===== src/design/stat_pkg.sv =====
// Purpose: shared constants and types for the frame statistics counter bank
// Assumes: APB with 32-bit data, one aligned word per counter
// Notes:   offsets are byte addresses of the counters
package stat_pkg;

  localparam int NUM_CNT    = 18;
  localparam int ADDR_W     = 8;
  localparam int DATA_W     = 32;
  localparam int MAX_CNT_W  = 24;

  // counter indices; byte offset is index times four
  localparam int IDX_TX_GOOD      = 0;
  localparam int IDX_SINGLE_COL   = 1;
  localparam int IDX_MULTI_COL    = 2;
  localparam int IDX_RX_GOOD      = 3;
  localparam int IDX_FCS_ERR      = 4;
  localparam int IDX_ALIGN_ERR    = 5;
  localparam int IDX_DEFERRED     = 6;
  localparam int IDX_LATE_COL     = 7;
  localparam int IDX_EXCESS_COL   = 8;
  localparam int IDX_TX_UNDERRUN  = 9;
  localparam int IDX_CARRIER_LOSS = 10;
  localparam int IDX_NO_BUFFER    = 11;
  localparam int IDX_RX_OVERRUN   = 12;
  localparam int IDX_SYMBOL_ERR   = 13;
  localparam int IDX_OVERSIZE     = 14;
  localparam int IDX_JABBER       = 15;
  localparam int IDX_UNDERSIZE    = 16;
  localparam int IDX_HEARTBEAT    = 17;

  localparam logic [ADDR_W-1:0] OFS_BASE   = 8'h00;
  localparam logic [ADDR_W-1:0] OFS_LAST   = 8'h44;

  // width of each counter, by index
  localparam int CNT_W [NUM_CNT] = '{24, 16, 16, 24, 8, 8, 16, 8, 8,
                                     8, 8, 16, 8, 8, 8, 8, 8, 8};

  // frame length limits in bytes, then collision count limits
  localparam logic [15:0] LEN_MIN      = 16'h0040;
  localparam logic [15:0] LEN_MAX      = 16'h05EE;
  localparam logic [15:0] LEN_MIN_MCOL = 16'h003E;
  localparam logic [4:0]  COL_EXCESS   = 5'h10;
  localparam logic [4:0]  COL_MULTI_HI = 5'h0F;

  localparam logic [DATA_W-1:0] RDATA_RST = 32'h0000_0000;

  // per-frame transmit status from the transmit engine
  typedef struct packed {
    logic        ok;
    logic [4:0]  collisions;
    logic        late_col;
    logic        deferred;
    logic        underrun;
    logic        carrier_loss;
    logic        half_duplex;
    logic        heartbeat_fail;
    logic [15:0] length;
  } tx_status_t;

  // per-frame receive status from the receive engine
  typedef struct packed {
    logic        addr_match;
    logic        fcs_bad;
    logic        odd_bits;
    logic        rx_err;
    logic        no_buffer;
    logic        overrun;
    logic [15:0] length;
  } rx_status_t;

  typedef struct packed {
    logic              sel;
    logic              enable;
    logic              write;
    logic [ADDR_W-1:0] addr;
    logic [DATA_W-1:0] wdata;
  } apb_req_t;

endpackage


===== src/design/frame_classifier.sv =====
// Purpose: turns per-frame status into one increment strobe per counter
// Assumes: status valid strobes are one-cycle pulses, one frame each
// Notes:   an underrun blocks every other transmit strobe, a receive symbol error every other receive strobe
`timescale 1ns/10ps
module frame_classifier
  import stat_pkg::*;
(
  input  wire logic               core_clk,
  input  wire logic               rst,
  input  wire logic               tx_valid,
  input  wire tx_status_t         tx_stat,
  input  wire logic               rx_valid,
  input  wire rx_status_t         rx_stat,
  output logic [NUM_CNT-1:0]      inc_q
);

  logic [NUM_CNT-1:0] inc_d;
  logic               tx_clean;
  logic               len_ok;
  logic               rx_len_ok;
  logic               rx_bad;

  // length range checks
  function automatic logic in_range(input logic [15:0] len, input logic [15:0] lo);
    in_range = (len >= lo) && (len <= LEN_MAX);
  endfunction

  // decode the frame status into strobes
  always_comb begin
    inc_d     = '0;
    tx_clean  = !tx_stat.underrun && !tx_stat.carrier_loss;
    len_ok    = in_range(tx_stat.length, LEN_MIN);
    rx_len_ok = in_range(rx_stat.length, LEN_MIN);
    rx_bad    = rx_stat.fcs_bad || rx_stat.rx_err;
    if (tx_valid) begin
      if (tx_stat.underrun) begin
        inc_d[IDX_TX_UNDERRUN] = 1'b1;
      end else begin
        inc_d[IDX_TX_GOOD] = tx_stat.ok;
        inc_d[IDX_SINGLE_COL] = tx_stat.ok && tx_clean
                                && (tx_stat.collisions == 5'h01);
        inc_d[IDX_MULTI_COL] = tx_stat.ok && tx_clean && (tx_stat.collisions >= 5'h02)
                               && (tx_stat.collisions <= COL_MULTI_HI)
                               && in_range(tx_stat.length, LEN_MIN_MCOL);
        inc_d[IDX_DEFERRED] = tx_stat.deferred && (tx_stat.collisions == 5'h00);
        inc_d[IDX_LATE_COL] = tx_stat.late_col && tx_clean;
        inc_d[IDX_EXCESS_COL] = tx_clean && (tx_stat.collisions == COL_EXCESS)
                                && len_ok;
        inc_d[IDX_CARRIER_LOSS] = tx_stat.carrier_loss && tx_stat.half_duplex
                                  && (tx_stat.collisions != COL_EXCESS);
        inc_d[IDX_HEARTBEAT] = tx_stat.heartbeat_fail;
      end
    end
    if (rx_valid) begin
      if (rx_stat.addr_match && rx_stat.rx_err) begin
        inc_d[IDX_SYMBOL_ERR] = 1'b1;
      end else begin
        inc_d[IDX_RX_GOOD] = rx_stat.addr_match && rx_len_ok && !rx_bad
                             && !rx_stat.odd_bits;
        inc_d[IDX_FCS_ERR] = rx_stat.addr_match && !rx_stat.odd_bits
                             && rx_stat.fcs_bad && rx_len_ok;
        inc_d[IDX_ALIGN_ERR] = rx_stat.addr_match && rx_stat.odd_bits
                               && rx_stat.fcs_bad && rx_len_ok;
        inc_d[IDX_NO_BUFFER] = rx_stat.addr_match && rx_stat.no_buffer;
        inc_d[IDX_RX_OVERRUN] = rx_stat.addr_match && rx_stat.overrun;
        inc_d[IDX_OVERSIZE] = (rx_stat.length > LEN_MAX) && !rx_bad
                              && !rx_stat.odd_bits;
        inc_d[IDX_JABBER] = (rx_stat.length > LEN_MAX)
                            && (rx_bad || rx_stat.odd_bits);
        inc_d[IDX_UNDERSIZE] = (rx_stat.length < LEN_MIN) && !rx_bad
                               && !rx_stat.odd_bits;
      end
    end
  end

  // register the strobes
  always_ff @(posedge core_clk or posedge rst) begin
    if (rst) begin
      inc_q <= '0;
    end else begin
      inc_q <= inc_d;
    end
  end

endmodule


===== src/design/sat_counter.sv =====
// Purpose: one saturating counter that clears when read
// Assumes: clr and inc are one-cycle pulses
// Notes:   an increment in the clearing cycle restarts the count at one
`timescale 1ns/10ps
module sat_counter
  import stat_pkg::*;
#(
  parameter int W = 8
)
(
  input  wire logic         core_clk,
  input  wire logic         rst,
  input  wire logic         inc,
  input  wire logic         clr,
  output logic [W-1:0]      count_q
);

  // count, hold at all ones, clear on read without losing a coincident event
  always_ff @(posedge core_clk or posedge rst) begin
    if (rst) begin
      count_q <= '0;
    end else if (clr) begin
      count_q <= inc ? W'(1) : '0;
    end else if (inc && (count_q != {W{1'b1}})) begin
      count_q <= count_q + W'(1);
    end
  end

endmodule


===== src/design/mac_statistics_counters.sv =====
// Purpose: frame statistics counter bank of a 10/100 MAC, read over APB
// Assumes: status strobes come from the transmit and receive engines
// Notes:   every counter clears on read and saturates at all ones
//
// Design decisions made here: the APB register port and the placing of the registers.
`timescale 1ns/10ps

// Functional notes
// a software read of a counter clears it to zero
// counters stop at all ones and never wrap
// software reads often enough that no counter saturates
// 24-bit count of frames sent successfully
// 16-bit count of frames sent after exactly one collision, clean
// 16-bit count of 62-1518 byte frames sent after 2-15 collisions
// 24-bit count of good address-matched received frames, 64-1518 bytes
// 8-bit count of whole-byte matched frames with bad CRC
// 8-bit count of matched odd-length frames with bad truncated CRC
// 16-bit count of first-attempt deferrals, no underrun or collision
// 8-bit count of late collisions, also counted as collisions
// 8-bit count of 64-1518 byte frames dropped after sixteen collisions
// 8-bit count of underruns; nothing else counts that frame
// 8-bit half-duplex carrier loss count, excluding excessive collisions
// 16-bit count of matched frames dropped for lack of buffer
// 8-bit count of matched frames lost to receive overrun
// 8-bit count of matched frames with receive error; exclusive
// 8-bit count of clean received frames over 1518 bytes
// 8-bit count of errored received frames over 1518 bytes
// 8-bit count of clean received frames under 64 bytes
// 8-bit count of failed heartbeat tests after transmit
// unused upper bits read zero; a read never loses an increment
module mac_statistics_counters
  import stat_pkg::*;
(
  input  wire logic               core_clk,
  input  wire logic               rst,
  input  wire logic               psel,
  input  wire logic               penable,
  input  wire logic               pwrite,
  input  wire logic [ADDR_W-1:0]  paddr,
  input  wire logic [DATA_W-1:0]  pwdata,
  output logic [DATA_W-1:0]       prdata,
  output logic                    pready,
  output logic                    pslverr,
  input  wire logic               tx_valid,
  input  wire tx_status_t         tx_stat,
  input  wire logic               rx_valid,
  input  wire rx_status_t         rx_stat
);

  logic [NUM_CNT-1:0]   inc;
  logic [NUM_CNT-1:0]   clr;
  logic [DATA_W-1:0]    cnt_word [NUM_CNT];
  logic [DATA_W-1:0]    prdata_d;
  logic                 setup;
  logic                 hit;
  logic [4:0]           idx;
  apb_req_t             req;

  // counter words under their register names, upper bits zero
  logic [DATA_W-1:0]    tx_good_frame_count;
  logic [DATA_W-1:0]    single_collision_count;
  logic [DATA_W-1:0]    multi_collision_count;
  logic [DATA_W-1:0]    rx_good_frame_count;
  logic [DATA_W-1:0]    fcs_error_count;
  logic [DATA_W-1:0]    alignment_error_count;
  logic [DATA_W-1:0]    deferred_tx_count;
  logic [DATA_W-1:0]    late_collision_count;
  logic [DATA_W-1:0]    excess_collision_count;
  logic [DATA_W-1:0]    tx_underrun_count;
  logic [DATA_W-1:0]    carrier_loss_count;
  logic [DATA_W-1:0]    rx_no_buffer_discard_count;
  logic [DATA_W-1:0]    rx_overrun_count;
  logic [DATA_W-1:0]    symbol_error_count;
  logic [DATA_W-1:0]    oversize_frame_count;
  logic [DATA_W-1:0]    rx_jabber_count;
  logic [DATA_W-1:0]    undersize_frame_count;
  logic [DATA_W-1:0]    heartbeat_test_fail_count;

  // decode an address into a counter index, used for read and select
  function automatic logic [4:0] addr_index(input logic [ADDR_W-1:0] a);
    addr_index = a[6:2];
  endfunction

  function automatic logic addr_valid(input logic [ADDR_W-1:0] a);
    addr_valid = (a[1:0] == 2'h0) && (a <= OFS_LAST) && (a >= OFS_BASE);
  endfunction

  assign req   = '{sel: psel, enable: penable, write: pwrite, addr: paddr, wdata: pwdata};
  assign setup = req.sel && !req.enable;
  assign idx   = addr_index(req.addr);
  assign hit   = addr_valid(req.addr);

  // per-frame status decoding
  frame_classifier u_class (
    .core_clk (core_clk),
    .rst      (rst),
    .tx_valid (tx_valid),
    .tx_stat  (tx_stat),
    .rx_valid (rx_valid),
    .rx_stat  (rx_stat),
    .inc_q    (inc)
  );

  // one counter per statistic, widths from the package table
  genvar g;
  generate
    for (g = 0; g < NUM_CNT; g++) begin : g_cnt
      logic [CNT_W[g]-1:0] count;
      sat_counter #(.W(CNT_W[g])) u_cnt (
        .core_clk (core_clk),
        .rst      (rst),
        .inc      (inc[g]),
        .clr      (clr[g]),
        .count_q  (count)
      );
      // zero-extend narrow counters
      assign cnt_word[g] = {{(DATA_W-CNT_W[g]){1'b0}}, count};
      // clear fires at the read's setup edge, in step with the data capture
      assign clr[g] = setup && !req.write && hit && (idx == 5'(g));
    end
  endgenerate

  // name each counter word so the read map stays readable
  assign tx_good_frame_count        = cnt_word[IDX_TX_GOOD];
  assign single_collision_count     = cnt_word[IDX_SINGLE_COL];
  assign multi_collision_count      = cnt_word[IDX_MULTI_COL];
  assign rx_good_frame_count        = cnt_word[IDX_RX_GOOD];
  assign fcs_error_count            = cnt_word[IDX_FCS_ERR];
  assign alignment_error_count      = cnt_word[IDX_ALIGN_ERR];
  assign deferred_tx_count          = cnt_word[IDX_DEFERRED];
  assign late_collision_count       = cnt_word[IDX_LATE_COL];
  assign excess_collision_count     = cnt_word[IDX_EXCESS_COL];
  assign tx_underrun_count          = cnt_word[IDX_TX_UNDERRUN];
  assign carrier_loss_count         = cnt_word[IDX_CARRIER_LOSS];
  assign rx_no_buffer_discard_count = cnt_word[IDX_NO_BUFFER];
  assign rx_overrun_count           = cnt_word[IDX_RX_OVERRUN];
  assign symbol_error_count         = cnt_word[IDX_SYMBOL_ERR];
  assign oversize_frame_count       = cnt_word[IDX_OVERSIZE];
  assign rx_jabber_count            = cnt_word[IDX_JABBER];
  assign undersize_frame_count      = cnt_word[IDX_UNDERSIZE];
  assign heartbeat_test_fail_count  = cnt_word[IDX_HEARTBEAT];

  // read data mux; unmapped addresses read zero
  always_comb begin
    prdata_d = RDATA_RST;
    if (hit && !req.write) begin
      case (idx)
        5'(IDX_TX_GOOD):      prdata_d = tx_good_frame_count;
        5'(IDX_SINGLE_COL):   prdata_d = single_collision_count;
        5'(IDX_MULTI_COL):    prdata_d = multi_collision_count;
        5'(IDX_RX_GOOD):      prdata_d = rx_good_frame_count;
        5'(IDX_FCS_ERR):      prdata_d = fcs_error_count;
        5'(IDX_ALIGN_ERR):    prdata_d = alignment_error_count;
        5'(IDX_DEFERRED):     prdata_d = deferred_tx_count;
        5'(IDX_LATE_COL):     prdata_d = late_collision_count;
        5'(IDX_EXCESS_COL):   prdata_d = excess_collision_count;
        5'(IDX_TX_UNDERRUN):  prdata_d = tx_underrun_count;
        5'(IDX_CARRIER_LOSS): prdata_d = carrier_loss_count;
        5'(IDX_NO_BUFFER):    prdata_d = rx_no_buffer_discard_count;
        5'(IDX_RX_OVERRUN):   prdata_d = rx_overrun_count;
        5'(IDX_SYMBOL_ERR):   prdata_d = symbol_error_count;
        5'(IDX_OVERSIZE):     prdata_d = oversize_frame_count;
        5'(IDX_JABBER):       prdata_d = rx_jabber_count;
        5'(IDX_UNDERSIZE):    prdata_d = undersize_frame_count;
        5'(IDX_HEARTBEAT):    prdata_d = heartbeat_test_fail_count;
        default:              prdata_d = RDATA_RST;
      endcase
    end
  end

  // capture read data at setup so the cleared value is never seen
  always_ff @(posedge core_clk or posedge rst) begin
    if (rst) begin
      prdata <= RDATA_RST;
    end else if (setup) begin
      prdata <= prdata_d;
    end
  end

  // ready one cycle after setup: access phase always lasts one cycle
  always_ff @(posedge core_clk or posedge rst) begin
    if (rst) begin
      pready <= 1'b0;
    end else begin
      pready <= setup;
    end
  end

  // error on unmapped address or on any write, counters are read-only
  always_ff @(posedge core_clk or posedge rst) begin
    if (rst) begin
      pslverr <= 1'b0;
    end else begin
      pslverr <= setup && (!hit || req.write);
    end
  end

endmodule


===== config.mk =====
export PLATFORM = sky130hd
export DESIGN_NAME = mac_statistics_counters
export DESIGN_NICKNAME = d
export VERILOG_FILES = /design/src/design/stat_pkg.sv /design/src/design/frame_classifier.sv /design/src/design/sat_counter.sv /design/src/design/mac_statistics_counters.sv
export SDC_FILE = /design/constraint.sdc
export NUM_CORES = 1
export LEC_CHECK = 0
export ABC_CLOCK_PERIOD_IN_PS = 18400
export BUFFER_PORTS_ARGS = -buffer_cell sky130_fd_sc_hd__buf_2
export CORE_MARGIN = 2
export CORE_UTILIZATION = 55
export DETAILED_ROUTE_END_ITERATION = 10
export PLACE_DENSITY = 0.75
export SYNTH_ARGS = -nofsm -noshare
export SYNTH_HDL_FRONTEND = slang
export SYNTH_SLANG_ARGS = --single-unit

===== constraint.sdc =====
create_clock -name core_clk -period 18.4 [get_ports core_clk]
set_input_delay 1.84 -clock core_clk [delete_from_list [all_inputs] [get_ports core_clk]]
set_output_delay 1.84 -clock core_clk [all_outputs]
set_load 0.05 [all_outputs]

==> flow_metrics.env, run 1 <==
export IMPL_antenna_left=0
export IMPL_grt_max_degree=127
export IMPL_synth_area_per_cell_sq_um=9.23
export IMPL_first_pass_iters=8
export IMPL_cp_endpoint="g_cnt[2].u_cnt.count_q[4]$_DFFE_PP0P_"
export IMPL_min_path_type="reg -> reg"
export IMPL_peakVddDrop_mv=0.107
export IMPL_worstReg2RegEnd="g_cnt[3].u_cnt.count_q[13]$_DFFE_PP0P_"
export IMPL_cp_max_fo=22
export IMPL_clk_latency_ns=0.54
export IMPL_postCtsSetupRepairBufs=0
export IMPL_fin_util_pct=61.5
export IMPL_status="completed"
export IMPL_r2r_cells=5
export IMPL_track_usage_pct=30.6
export IMPL_core_region_area_sq_um=25800
export IMPL_cp_num_buf_inv=1
export IMPL_worst_slack_ns=14.20
export IMPL_rsz0062_at_grt="false"
export IMPL_pre_cts_slack_ns=13.80
export IMPL_nets=1732
export IMPL_worstPathArrival_ns=4.61
export IMPL_grt_pass1_wl_um=65000
export IMPL_cpPeakStageDelay_ns=0.88
export IMPL_crit_family="simple AND/OR/NAND/NOR gates"
export IMPL_final_min_clock_period_ns=4.20
export IMPL_io_pin_count=131
export IMPL_grt_pass1_vias=11800
export IMPL_gp_congestion=0.994
export IMPL_post_cts_resized=0
export IMPL_finalCritPeriodShare_pct=22.8
export IMPL_viasPerCell=6.44
export IMPL_slowest_stage="nor2_1"
export IMPL_dpl_hpwl_um=29700
export IMPL_drc=0
export IMPL_async_flop_share_pct=100
export IMPL_drv_cap=0
export IMPL_antennaDiodeCount=0
export IMPL_finalMaxSlewViolations=0
export IMPL_whs_ns=0.471
export IMPL_synth_seq_area_share_pct=44.1
export IMPL_start_util_pct=55.5
export IMPL_path_class="in -> reg"
export IMPL_yosysTopAreaCell="dfrtp_1"
export IMPL_worstMarginPinSlew_ns=0.983
export IMPL_portBuffers=90
export IMPL_synth_seq_cells=252
export IMPL_path_depth=6
export IMPL_clock_fmax_mhz=238
export IMPL_synth_edf_count=0
export IMPL_rrSetupSlack_ns=15.96
export IMPL_areaGrowthSynthToFinish_pct=10.8
export IMPL_wire_per_inst_um=20.9
export IMPL_syn_area_sq_um=14300
export IMPL_rr_startpoint="g_cnt[3].u_cnt.count_q[8]$_DFFE_PP0P_"
export IMPL_finalSetupViolCount=0
export IMPL_cts_buffers_inserted=27
export IMPL_cts_sinks=252
export IMPL_fp_dieW_um=165
export IMPL_skew_ns=0.0129
export IMPL_overflow=0
export IMPL_die_area_sq_um=27300
export IMPL_vias=12700
export IMPL_synth_top_area_share_pct=44.1
export IMPL_grt_antenna_before_repair=0
export IMPL_required_ns=18.81
export IMPL_fin_setup_tns_ns=0
export IMPL_clockBufferDepth=3
export IMPL_cts_tree="yes"
export IMPL_hold_violations=0
export IMPL_cts_root_buf="clkbuf_16"
export IMPL_synth_distinct_cells=81
export IMPL_worstSetupStartpoint="paddr[3]"
export IMPL_fin_total_pwr_mw=1.81
export IMPL_wirelength_um=41100
export IMPL_postCtsHoldBufs=0
export IMPL_ys_warn_count=0
export IMPL_path_clk_slew_ns=0.06
export IMPL_synth_ff_type="dfrtp_1"
export IMPL_netlist_top_cells_area="dfrtp_1 44%, nor2_1 5.6%, xnor2_1 5.1%"
export IMPL_drive_above_1_share_pct=11.4
export IMPL_die_h_um=165
export IMPL_drt_iter0_drc=1609
export IMPL_htree_num_levels=1
export IMPL_rows=59
export IMPL_slew_headroom_pct=34.4
export IMPL_path_cells="buf_2 > o31ai_2 > nand3_1 > nor2_1 > or4_1 > nand2_1"
export IMPL_hold_path_depth=2
export IMPL_worstSetupStartpointType="primary input"
export IMPL_critPathCaptureType="flop"
export IMPL_p_leak_nw=6.27
export IMPL_powerDensity_nw_per_um2=114
export IMPL_synth_cells=1550
[placed cells by master, fill, tap and decap left out, drive strengths merged, types with 6 or more instances in the layout]
| cell type | instances |
|---|---|
| dfrtp | 252 |
| nor2 | 219 |
| nand2 | 136 |
| buf | 98 |
| nand3 | 90 |
| xnor2 | 83 |
| nor3 | 69 |
| nand4 | 61 |
| a22oi | 60 |
| a21oi | 57 |
| o21ai | 52 |
| xor2 | 40 |
| clkbuf | 40 |
| mux2i | 28 |
| and4 | 25 |
| and3 | 24 |
| nor4 | 22 |
| or3 | 21 |
| o211ai | 20 |
| ha | 18 |
| and2 | 16 |
| inv | 14 |
| nand3b | 14 |
| a211oi | 13 |
| nand2b | 11 |
| a22o | 11 |
| o2111ai | 9 |
| or4 | 9 |
| conb | 8 |
| nor3b | 8 |
| nor4b | 8 |
| a31oi | 7 |
| mux2 | 7 |
| a221oi | 7 |
| a32oi | 7 |
| a2bb2oi | 6 |
| nor2b | 6 |
| o31ai | 6 |
| a2111oi | 6 |
[layer usage]
metal	vias to the layer above	wire [um]	track usage [%]
met5	-	0	0
met4	0	2090	13.3
met3	124	3150	4.47
met2	584	19200	49.8
met1	6127	16700	41.0
li1	5845	-	-
[metrics by stage]
step | cell area (sq um) | instances
floorplan | 14300 | 1557
global placement | 14900 | 1923
detailed placement | 14900 | 1923
CTS | 15800 | 1970
global route | 15800 | 1970
finish | 15800 | 1970
[worst min-delay path: stages (launching register included)]
cell     delay [ns]
dfrtp_1        0.34
nand2_1        0.04
o21ai_0        0.06
[synthesized netlist by cell type, types with 11 or more instances]
master	count
dfrtp_1	252
nor2_1	213
nand2_1	136
nand3_1	89
xnor2_1	83
a22oi_1	60
nand4_1	58
a21oi_1	57
nor3_1	56
o21ai_0	43
xor2_1	40
buf_2	29
mux2i_1	28
and4_1	25
and3_1	24
clkbuf_1	22
nor4_1	21
o211ai_1	20
or3_1	20
ha_1	18
and2_1	16
inv_1	14
a211oi_1	13
nand3b_1	13
buf_4	12
a22o_1	11
nand2b_1	11
nor3_2	11
[power breakdown]
group / internal (mW) / switching [mW] / total, mW
Sequential: 0.662 / 0.194 / 0.856
Combinational: 0.167 / 0.223 / 0.390
Clock: 0.345 / 0.222 / 0.567
[area by class of cell]
| cell class | count | area [sq um] |
|---|---|---|
| fill | 2213 | 9910 |
| clock buffer | 40 | 815 |
| clock inverter | 7 | 113 |
| timing repair buffer | 98 | 510 |
| multi-input combinational | 1224 | 7630 |
| inverter | 14 | 60.1 |
| sequential | 252 | 6310 |
| tap | 335 | 419 |
[flip-flops by register name, indices dropped and copies added (netlist names)]
register / cells
pready: 1
u_class.inc_q: 18
prdata: 24
pslverr: 1
g_cnt.u_cnt.count_q: 208
[cell families (layout without fill, tap and decap cells)]
| logic type | count (synthesis) | after routing | synth area share [%] |
|---|---|---|---|
| simple gates | 751 | 751 | 27.5 |
| compound gates | 289 | 289 | 14.0 |
| flops | 252 | 252 | 44.1 |
| xor+xnor | 123 | 123 | 7.53 |
| buf+inv | 81 | 159 | 2.80 |
| mux | 35 | 35 | 2.51 |
| fa+ha+maj | 18 | 18 | 1.57 |
| other cells | 1 | 8 | 0.0262 |
[worst min path at each step]
stage / from / to / slack [ns]
6_report: prdata[16]$_DFFE_PP0P_ / prdata[16]$_DFFE_PP0P_ / 0.47
5_1_grt: prdata[23]$_DFFE_PP0P_ / prdata[23]$_DFFE_PP0P_ / 0.50
4_1_cts: prdata[16]$_DFFE_PP0P_ / prdata[16]$_DFFE_PP0P_ / 0.48
3_5_place_dp: prdata[16]$_DFFE_PP0P_ / prdata[16]$_DFFE_PP0P_ / 0.47
3_3_place_gp: prdata[18]$_DFFE_PP0P_ / prdata[18]$_DFFE_PP0P_ / 0.46
2_1_floorplan: u_class.inc_q[4]$_DFF_PP0_ / g_cnt[4].u_cnt.count_q[0]$_DFFE_PP0P_ / 0.46
Note: power is estimated with default switching activity, not from simulation.
==> run 2, diff against run 1 <==
ABC_AREA = 1   (was not set)
ABC_CLOCK_PERIOD_IN_PS = 4320   (was 18400)
PLACE_DENSITY = 0.74   (was 0.75)
clock period = 4.32 ns   (was 18.4 ns; I/O delays follow)
==> run 2 against run 1 <==
Combinational power up 99%. Critical path depth rose by 4. Final cell count increased by 45%. Sequential power increased to 3.4 times the previous value. Design area up 11%. Worst hold slack worse by 0.46 ns. Utilization grew 0.092 points. Largest cell class unchanged. Highest routed layer unchanged.
==> flow_metrics.env, run 2 <==
export IMPL_p_leak_nw=9.16
export IMPL_whs_ns=0.0145
export IMPL_final_common_cell="nand2_1"
export IMPL_worstPathArrival_ns=3.13
export IMPL_fin_util_pct=61.6
export IMPL_areaGrowthSynthToFinish_pct=10.6
export IMPL_post_cts_resized=0
export IMPL_drive_above_1_share_pct=8.53
export IMPL_slowest_stage="o21ai_1"
export IMPL_synth_seq_area_share_pct=39.6
export IMPL_clockBufferDepth=3
export IMPL_synth_seq_cells=252
export IMPL_cts_root_buf="clkbuf_16"
export IMPL_syn_area_sq_um=15900
export IMPL_core_region_area_sq_um=28600
export IMPL_start_util_pct=55.7
export IMPL_postCtsHoldBufs=0
export IMPL_powerDensity_nw_per_um2=354
export IMPL_peakVddDrop_mv=0.360
export IMPL_finalCritPeriodShare_pct=62.0
export IMPL_largest_register_ff_count=208
export IMPL_netlist_top_cells_area="dfrtp_1 40%, nand2_1 17%, nor2_1 8.0%"
export IMPL_drt_iter0_drc=1649
export IMPL_yosys_top_cells_count="738 x nand2_1, 341 x nor2_1, 252 x dfrtp_1"
export IMPL_die_area_sq_um=30400
export IMPL_synth_ff_type="dfrtp_1"
export IMPL_final_min_clock_period_ns=2.68
export IMPL_fin_setup_tns_ns=0
export IMPL_track_usage_pct=31.5
export IMPL_drc=0
export IMPL_clk_latency_ns=0.56
export IMPL_grt_pass1_wl_um=77200
export IMPL_clock_fmax_mhz=373
export IMPL_reg_top3="g_cnt.u_cnt.count_q (208), prdata (24), u_class.inc_q (18)"
export IMPL_dpl_hpwl_um=35600
export IMPL_synth_cells=2361
export IMPL_critPathCaptureType="flop"
export IMPL_grt_max_degree=157
export IMPL_overflow=0
export IMPL_synth_edf_count=0
export IMPL_synth_distinct_cells=49
export IMPL_ys_warn_count=0
export IMPL_cts_sinks=252
export IMPL_fin_total_pwr_mw=6.24
export IMPL_first_pass_iters=6
export IMPL_synth_top_area_share_pct=39.6
export IMPL_fp_dieW_um=174
export IMPL_vias=16000
export IMPL_yosys_cell_count_top_type="nand2_1"
export IMPL_worstSetupStartpointType="flop"
export IMPL_skew_ns=0.0131
export IMPL_most_common_layout_cells="738 x nand2_1, 340 x nor2_1, 252 x dfrtp_1"
export IMPL_path_cells="ha_1 > nand2_1 > inv_1 > nand3_1 > o21ai_1 > inv_1 > nand3_1 > nand2_1 > nand2_1 > nor2_1"
export IMPL_required_ns=4.77
export IMPL_finalMaxSlewViolations=0
export IMPL_antenna_left=0
export IMPL_rows=62
export IMPL_grt_antenna_before_repair=1
export IMPL_drv_cap=0
export IMPL_cp_max_fo=14
export IMPL_worst_slack_ns=1.64
export IMPL_wirelength_um=47700
export IMPL_synth_area_per_cell_sq_um=6.75
export IMPL_io_pin_count=131
export IMPL_status="completed"
export IMPL_pre_cts_slack_ns=1.37
export IMPL_hold_violations=0
export IMPL_finalSetupViolCount=0
export IMPL_yosysTopAreaCell="dfrtp_1"
export IMPL_slew_headroom_pct=26.1
export IMPL_min_path_type="in -> async"
export IMPL_async_flop_share_pct=100
export IMPL_wire_per_inst_um=16.7
export IMPL_gp_congestion=0.966
export IMPL_cts_tree="yes"
export IMPL_viasPerCell=5.61
export IMPL_nets=2556
export IMPL_crit_top_cell="nand2_1"
export IMPL_worstMarginPinSlew_ns=1.11
export IMPL_htree_num_levels=1
export IMPL_cts_buffers_inserted=29
export IMPL_cpPeakStageDelay_ns=0.71
export IMPL_grt_pass1_vias=15000
export IMPL_top_register="g_cnt.u_cnt.count_q"
export IMPL_rsz0062_at_grt="false"
export IMPL_path_class="reg -> reg"
export IMPL_die_h_um=174
export IMPL_path_clk_slew_ns=0.06
export IMPL_postCtsSetupRepairBufs=0
export IMPL_portBuffers=90
==> run 2: cell types whose count changed in the layout (fill, tap and decap cells not counted), sizes merged, moves of 22 or more <==
cell	delta
nand2	+635
inv	+246
nor2	+132
nand3	+127
o21ai	+82
xnor2	-80
a22oi	-54
nor3	-30
mux2i	-28
and4	-25
a21oi	+23
xor2	-23
and3	-22
==> run 2: area by class of cell <==
class                      count  area, sq um
clock buffer                  43          858
multi-input combinational   1795         8310
clock inverter                 9          130
tap                          384          480
fill                        2667        11000
timing repair buffer         101          558
inverter                     262          990
sequential                   252         6310
antenna                        1         2.50
==> run 2: final timing paths <==
kind                       cells past startpoint  slack [ns]                                  start                                      to
setup / recovery                              10        1.64  g_cnt[1].u_cnt.count_q[0]$_DFFE_PP0P_  g_cnt[1].u_cnt.count_q[11]$_DFFE_PP0P_
hold / removal                                 3        0.01                                    rst  g_cnt[3].u_cnt.count_q[18]$_DFFE_PP0P_
setup reg to reg                              10        1.64  g_cnt[1].u_cnt.count_q[0]$_DFFE_PP0P_  g_cnt[1].u_cnt.count_q[11]$_DFFE_PP0P_
hold reg to reg                                2        0.47                 prdata[14]$_DFFE_PP0P_                  prdata[14]$_DFFE_PP0P_
max in group asynchronous                      3        3.48                                    rst  g_cnt[10].u_cnt.count_q[6]$_DFFE_PP0P_
min in group core_clk                          2        0.07                                penable                        pready$_DFF_PP0_
==> run 2: through the flow <==
stage,area (sq um),instances
6_report,17600,2847
5_1_grt,17600,2847
4_1_cts,17600,2846
3_5_place_dp,16600,2794
3_3_place_gp,16600,2794
2_1_floorplan,16000,2368
==> run 2: where the power goes <==
| group | switching [mW] | leakage (nW) | internal [mW] | total (mW) |
|---|---|---|---|---|
| registers | 0.304 | 3.23 | 2.58 | 2.89 |
| clock network | 1.03 | 0.473 | 1.54 | 2.58 |
| logic | 0.503 | 5.46 | 0.274 | 0.777 |
| total | 1.84 | 9.16 | 4.40 | 6.24 |
==> run 2: critical path, delay by kind of cell (launching register included) <==
kind                     cells  cell delay [ns]
adder cells (fa/ha/maj)      1             0.20
flip-flops                   1             0.46
AO/OA/AOI/OAI                1             0.71
buffers and inverters        2             0.57
AND/OR/NAND/NOR              6             0.62
==> run 2: kinds of logic (layout without fill, tap and decap cells) <==
family / after synthesis / after routing / synth area share (%)
buffers and inverters: 321 / 415 / 8.48
flip-flops: 252 / 252 / 39.6
AND/OR/NAND/NOR: 1464 / 1464 / 39.3
adder cells (fa/ha/maj): 18 / 18 / 1.41
AO/OA/AOI/OAI: 285 / 285 / 10.1
XOR/XNOR: 20 / 20 / 1.10
other: 1 / 9 / 0.0235
==> run 2: per-layer routing <==
metal	track usage, %	wire length, um	vias to the layer above
met5	0	0	-
met4	14.6	2480	0
met3	4.00	3170	134
met2	50.9	21800	624
met1	42.4	20300	7455
li1	-	-	7763
==> run 3, diff against run 2 <==
ABC_CLOCK_PERIOD_IN_PS = 2600   (was 4320)
clock period = 2.6 ns   (was 4.32 ns; I/O delays follow)
==> run 3 against run 2 <==
Global-route usage up 0.13 points. Final cell count up 1.7%. Via count up 1.4%. Critical endpoint is now g_cnt[11].u_cnt.count_q[11]$_DFFE_PP0P_. Routed wire length up 0.56%. Maximum frequency up 18%. Worst setup slack worse by 1.3 ns. Flip-flop and latch count unchanged. First-iteration DRC count up 2.1%. Sequential share of layout area down 0.84 points. Largest power group unchanged. Critical path type unchanged. Worst hold slack better by 0.0055 ns.
==> flow_metrics.env, run 3 (synthesized netlist as in run 2, its figures left out) <==
export IMPL_status="completed"
export IMPL_antenna_left=0
export IMPL_drc=0
export IMPL_min_path_type="in -> reg"
export IMPL_rows=62
export IMPL_areaGrowthSynthToFinish_pct=13.3
export IMPL_wirelength_um=47900
export IMPL_die_h_um=174
export IMPL_grt_max_degree=93
export IMPL_worstMarginPinSlew_ns=1.12
export IMPL_most_common_layout_cells="738 x nand2_1, 340 x nor2_1, 252 x dfrtp_1"
export IMPL_top_register="g_cnt.u_cnt.count_q"
export IMPL_first_pass_iters=8
export IMPL_die_area_sq_um=30400
export IMPL_fp_dieW_um=174
export IMPL_worstHoldStart="tx_stat[22]"
export IMPL_critPathCaptureType="flop"
export IMPL_path_clk_slew_ns=0.06
export IMPL_cts_sinks=252
export IMPL_drt_iter0_drc=1683
export IMPL_whs_endpoint="u_class.inc_q[6]$_DFF_PP0_"
export IMPL_drv_cap=0
export IMPL_final_common_cell="nand2_1"
export IMPL_hold_path_depth=3
export IMPL_skew_ns=0.0220
export IMPL_whs_ns=0.0200
export IMPL_dpl_hpwl_um=35900
export IMPL_cts_buffers_inserted=29
export IMPL_worstSetupStartpointType="flop"
export IMPL_crit_family="simple AND/OR/NAND/NOR gates"
export IMPL_powerDensity_nw_per_um2=575
export IMPL_p_leak_nw=9.41
export IMPL_finalMaxSlewViolations=0
export IMPL_cpPeakStageDelay_ns=0.70
export IMPL_finalCritPeriodShare_pct=87.1
export IMPL_cts_root_buf="clkbuf_16"
export IMPL_cts_tree="yes"
export IMPL_drive_above_1_share_pct=9.28
export IMPL_slew_headroom_pct=25.0
export IMPL_vias=16200
export IMPL_largest_register_ff_count=208
export IMPL_rrSetupSlack_ns=0.34
export IMPL_pre_cts_slack_ns=0.0209
export IMPL_overflow=0
export IMPL_worstReg2RegEnd="g_cnt[11].u_cnt.count_q[11]$_DFFE_PP0P_"
export IMPL_viasPerCell=5.59
export IMPL_slowest_stage="nor2_1"
export IMPL_r2r_cells=9
export IMPL_track_usage_pct=31.7
export IMPL_final_min_clock_period_ns=2.26
export IMPL_grt_pass1_vias=15100
export IMPL_clk_latency_ns=0.57
export IMPL_crit_top_cell="nor2_1"
export IMPL_nets=2604
export IMPL_postCtsHoldBufs=25
export IMPL_worst_slack_ns=0.336
export IMPL_worstPathArrival_ns=2.72
export IMPL_cp_max_fo=15
export IMPL_core_region_area_sq_um=28600
export IMPL_finalSetupViolCount=0
export IMPL_grt_pass1_wl_um=77400
export IMPL_cp_num_buf_inv=0
export IMPL_reg_top3="g_cnt.u_cnt.count_q (208), prdata (24), u_class.inc_q (18)"
export IMPL_fillers=2603
export IMPL_wire_per_inst_um=16.6
export IMPL_gp_congestion=1.02
export IMPL_postCtsSetupRepairBufs=0
export IMPL_grt_antenna_before_repair=2
export IMPL_path_class="reg -> reg"
export IMPL_io_pin_count=131
export IMPL_hold_violations=0
export IMPL_portBuffers=90
export IMPL_required_ns=3.06
export IMPL_clock_fmax_mhz=442
export IMPL_post_cts_resized=0
export IMPL_rsz0062_at_grt="false"
export IMPL_clockBufferDepth=3
export IMPL_path_cells="ha_1 > nand3_1 > nor2_1 > nand2_1 > nor2_1 > nor2_1 > nand2_1 > o21ai_0 > nor2_1"
export IMPL_htree_num_levels=1
export IMPL_rr_startpoint="g_cnt[11].u_cnt.count_q[0]$_DFFE_PP0P_"
export IMPL_peakVddDrop_mv=0.510
export IMPL_start_util_pct=55.7
[run 3: cell types whose count changed in the layout (fill, tap and decap cells not counted), moves of 2 or more]
cell | previous run | this run
buf_4 | 9 | 31
clkinvlp_4 | 5 | 1
dlygate4sd3_1 | 0 | 25
clkbuf_8 | 8 | 4
inv_6 | 0 | 2
clkinv_2 | 2 | 7
[run 3: how the worst max path moves through the flow]
stage / from / endpoint / slack (ns) / depth (start not counted)
6_report: g_cnt[11].u_cnt.count_q[0]$_DFFE_PP0P_ / g_cnt[11].u_cnt.count_q[11]$_DFFE_PP0P_ / 0.34 / 9
5_1_grt: g_cnt[11].u_cnt.count_q[0]$_DFFE_PP0P_ / g_cnt[11].u_cnt.count_q[11]$_DFFE_PP0P_ / 0.18 / 9
3_3_place_gp: paddr[3] / g_cnt[1].u_cnt.count_q[0]$_DFFE_PP0P_ / 0.14 / 10
2_1_floorplan: rst / g_cnt[0].u_cnt.count_q[0]$_DFFE_PP0P_ / -0.98 / 1
3_5_place_dp: paddr[3] / g_cnt[1].u_cnt.count_q[0]$_DFFE_PP0P_ / 0.02 / 10
4_1_cts: g_cnt[11].u_cnt.count_q[0]$_DFFE_PP0P_ / g_cnt[11].u_cnt.count_q[11]$_DFFE_PP0P_ / 0.36 / 9
[run 3: layout make-up]
| cell class | instances | area [sq um] | share of cell area (%) |
|---|---|---|---|
| Clock buffer | 39 | 803 | 4.45 |
| Multi-Input combinational cell | 1795 | 8310 | 46.0 |
| Sequential cell | 252 | 6310 | 34.9 |
| Timing Repair Buffer | 149 | 993 | 5.50 |
| Inverter | 262 | 990 | 5.48 |
| Clock inverter | 13 | 173 | 0.956 |
| Tap cell | 384 | 480 | 2.66 |
| Antenna cell | 2 | 5.00 | 0.0277 |
[run 3: tightest hold or removal path: stages]
cell and delay (ns):
buf_2 0.09, or2_2 0.13, nor3b_1 0.05
[run 3: report_power, final]
part           internal, mW  leakage (nW)  switching [mW]
Clock                  2.55         0.486            1.69
Combinational         0.493          5.70           0.847
Sequential             4.29          3.23           0.511
Total                  7.34          9.41            3.05
[run 3: through the flow]
stage	util (%)	setup TNS [ns]	cell area, sq um	total power [mW]	instances
floorplan	-	-245.87	16000	5.67	2368
global placement	58.8	0	16800	6.08	2817
detailed placement	58.8	0	16800	6.14	2817
CTS	63.1	0	18100	10.4	2894
global route	63.1	0	18100	10.9	2894
finish	63.1	0	18100	10.4	2896
[run 3: layer usage]
| layer | track usage, % | share of wire, % | up-vias |
|---|---|---|---|
| met5 | 0 | 0 | - |
| met4 | 12.8 | 4.6 | 0 |
| met3 | 4.88 | 7.2 | 121 |
| met2 | 51.4 | 46 | 643 |
| met1 | 42.7 | 42 | 7566 |
| li1 | - | - | 7863 |
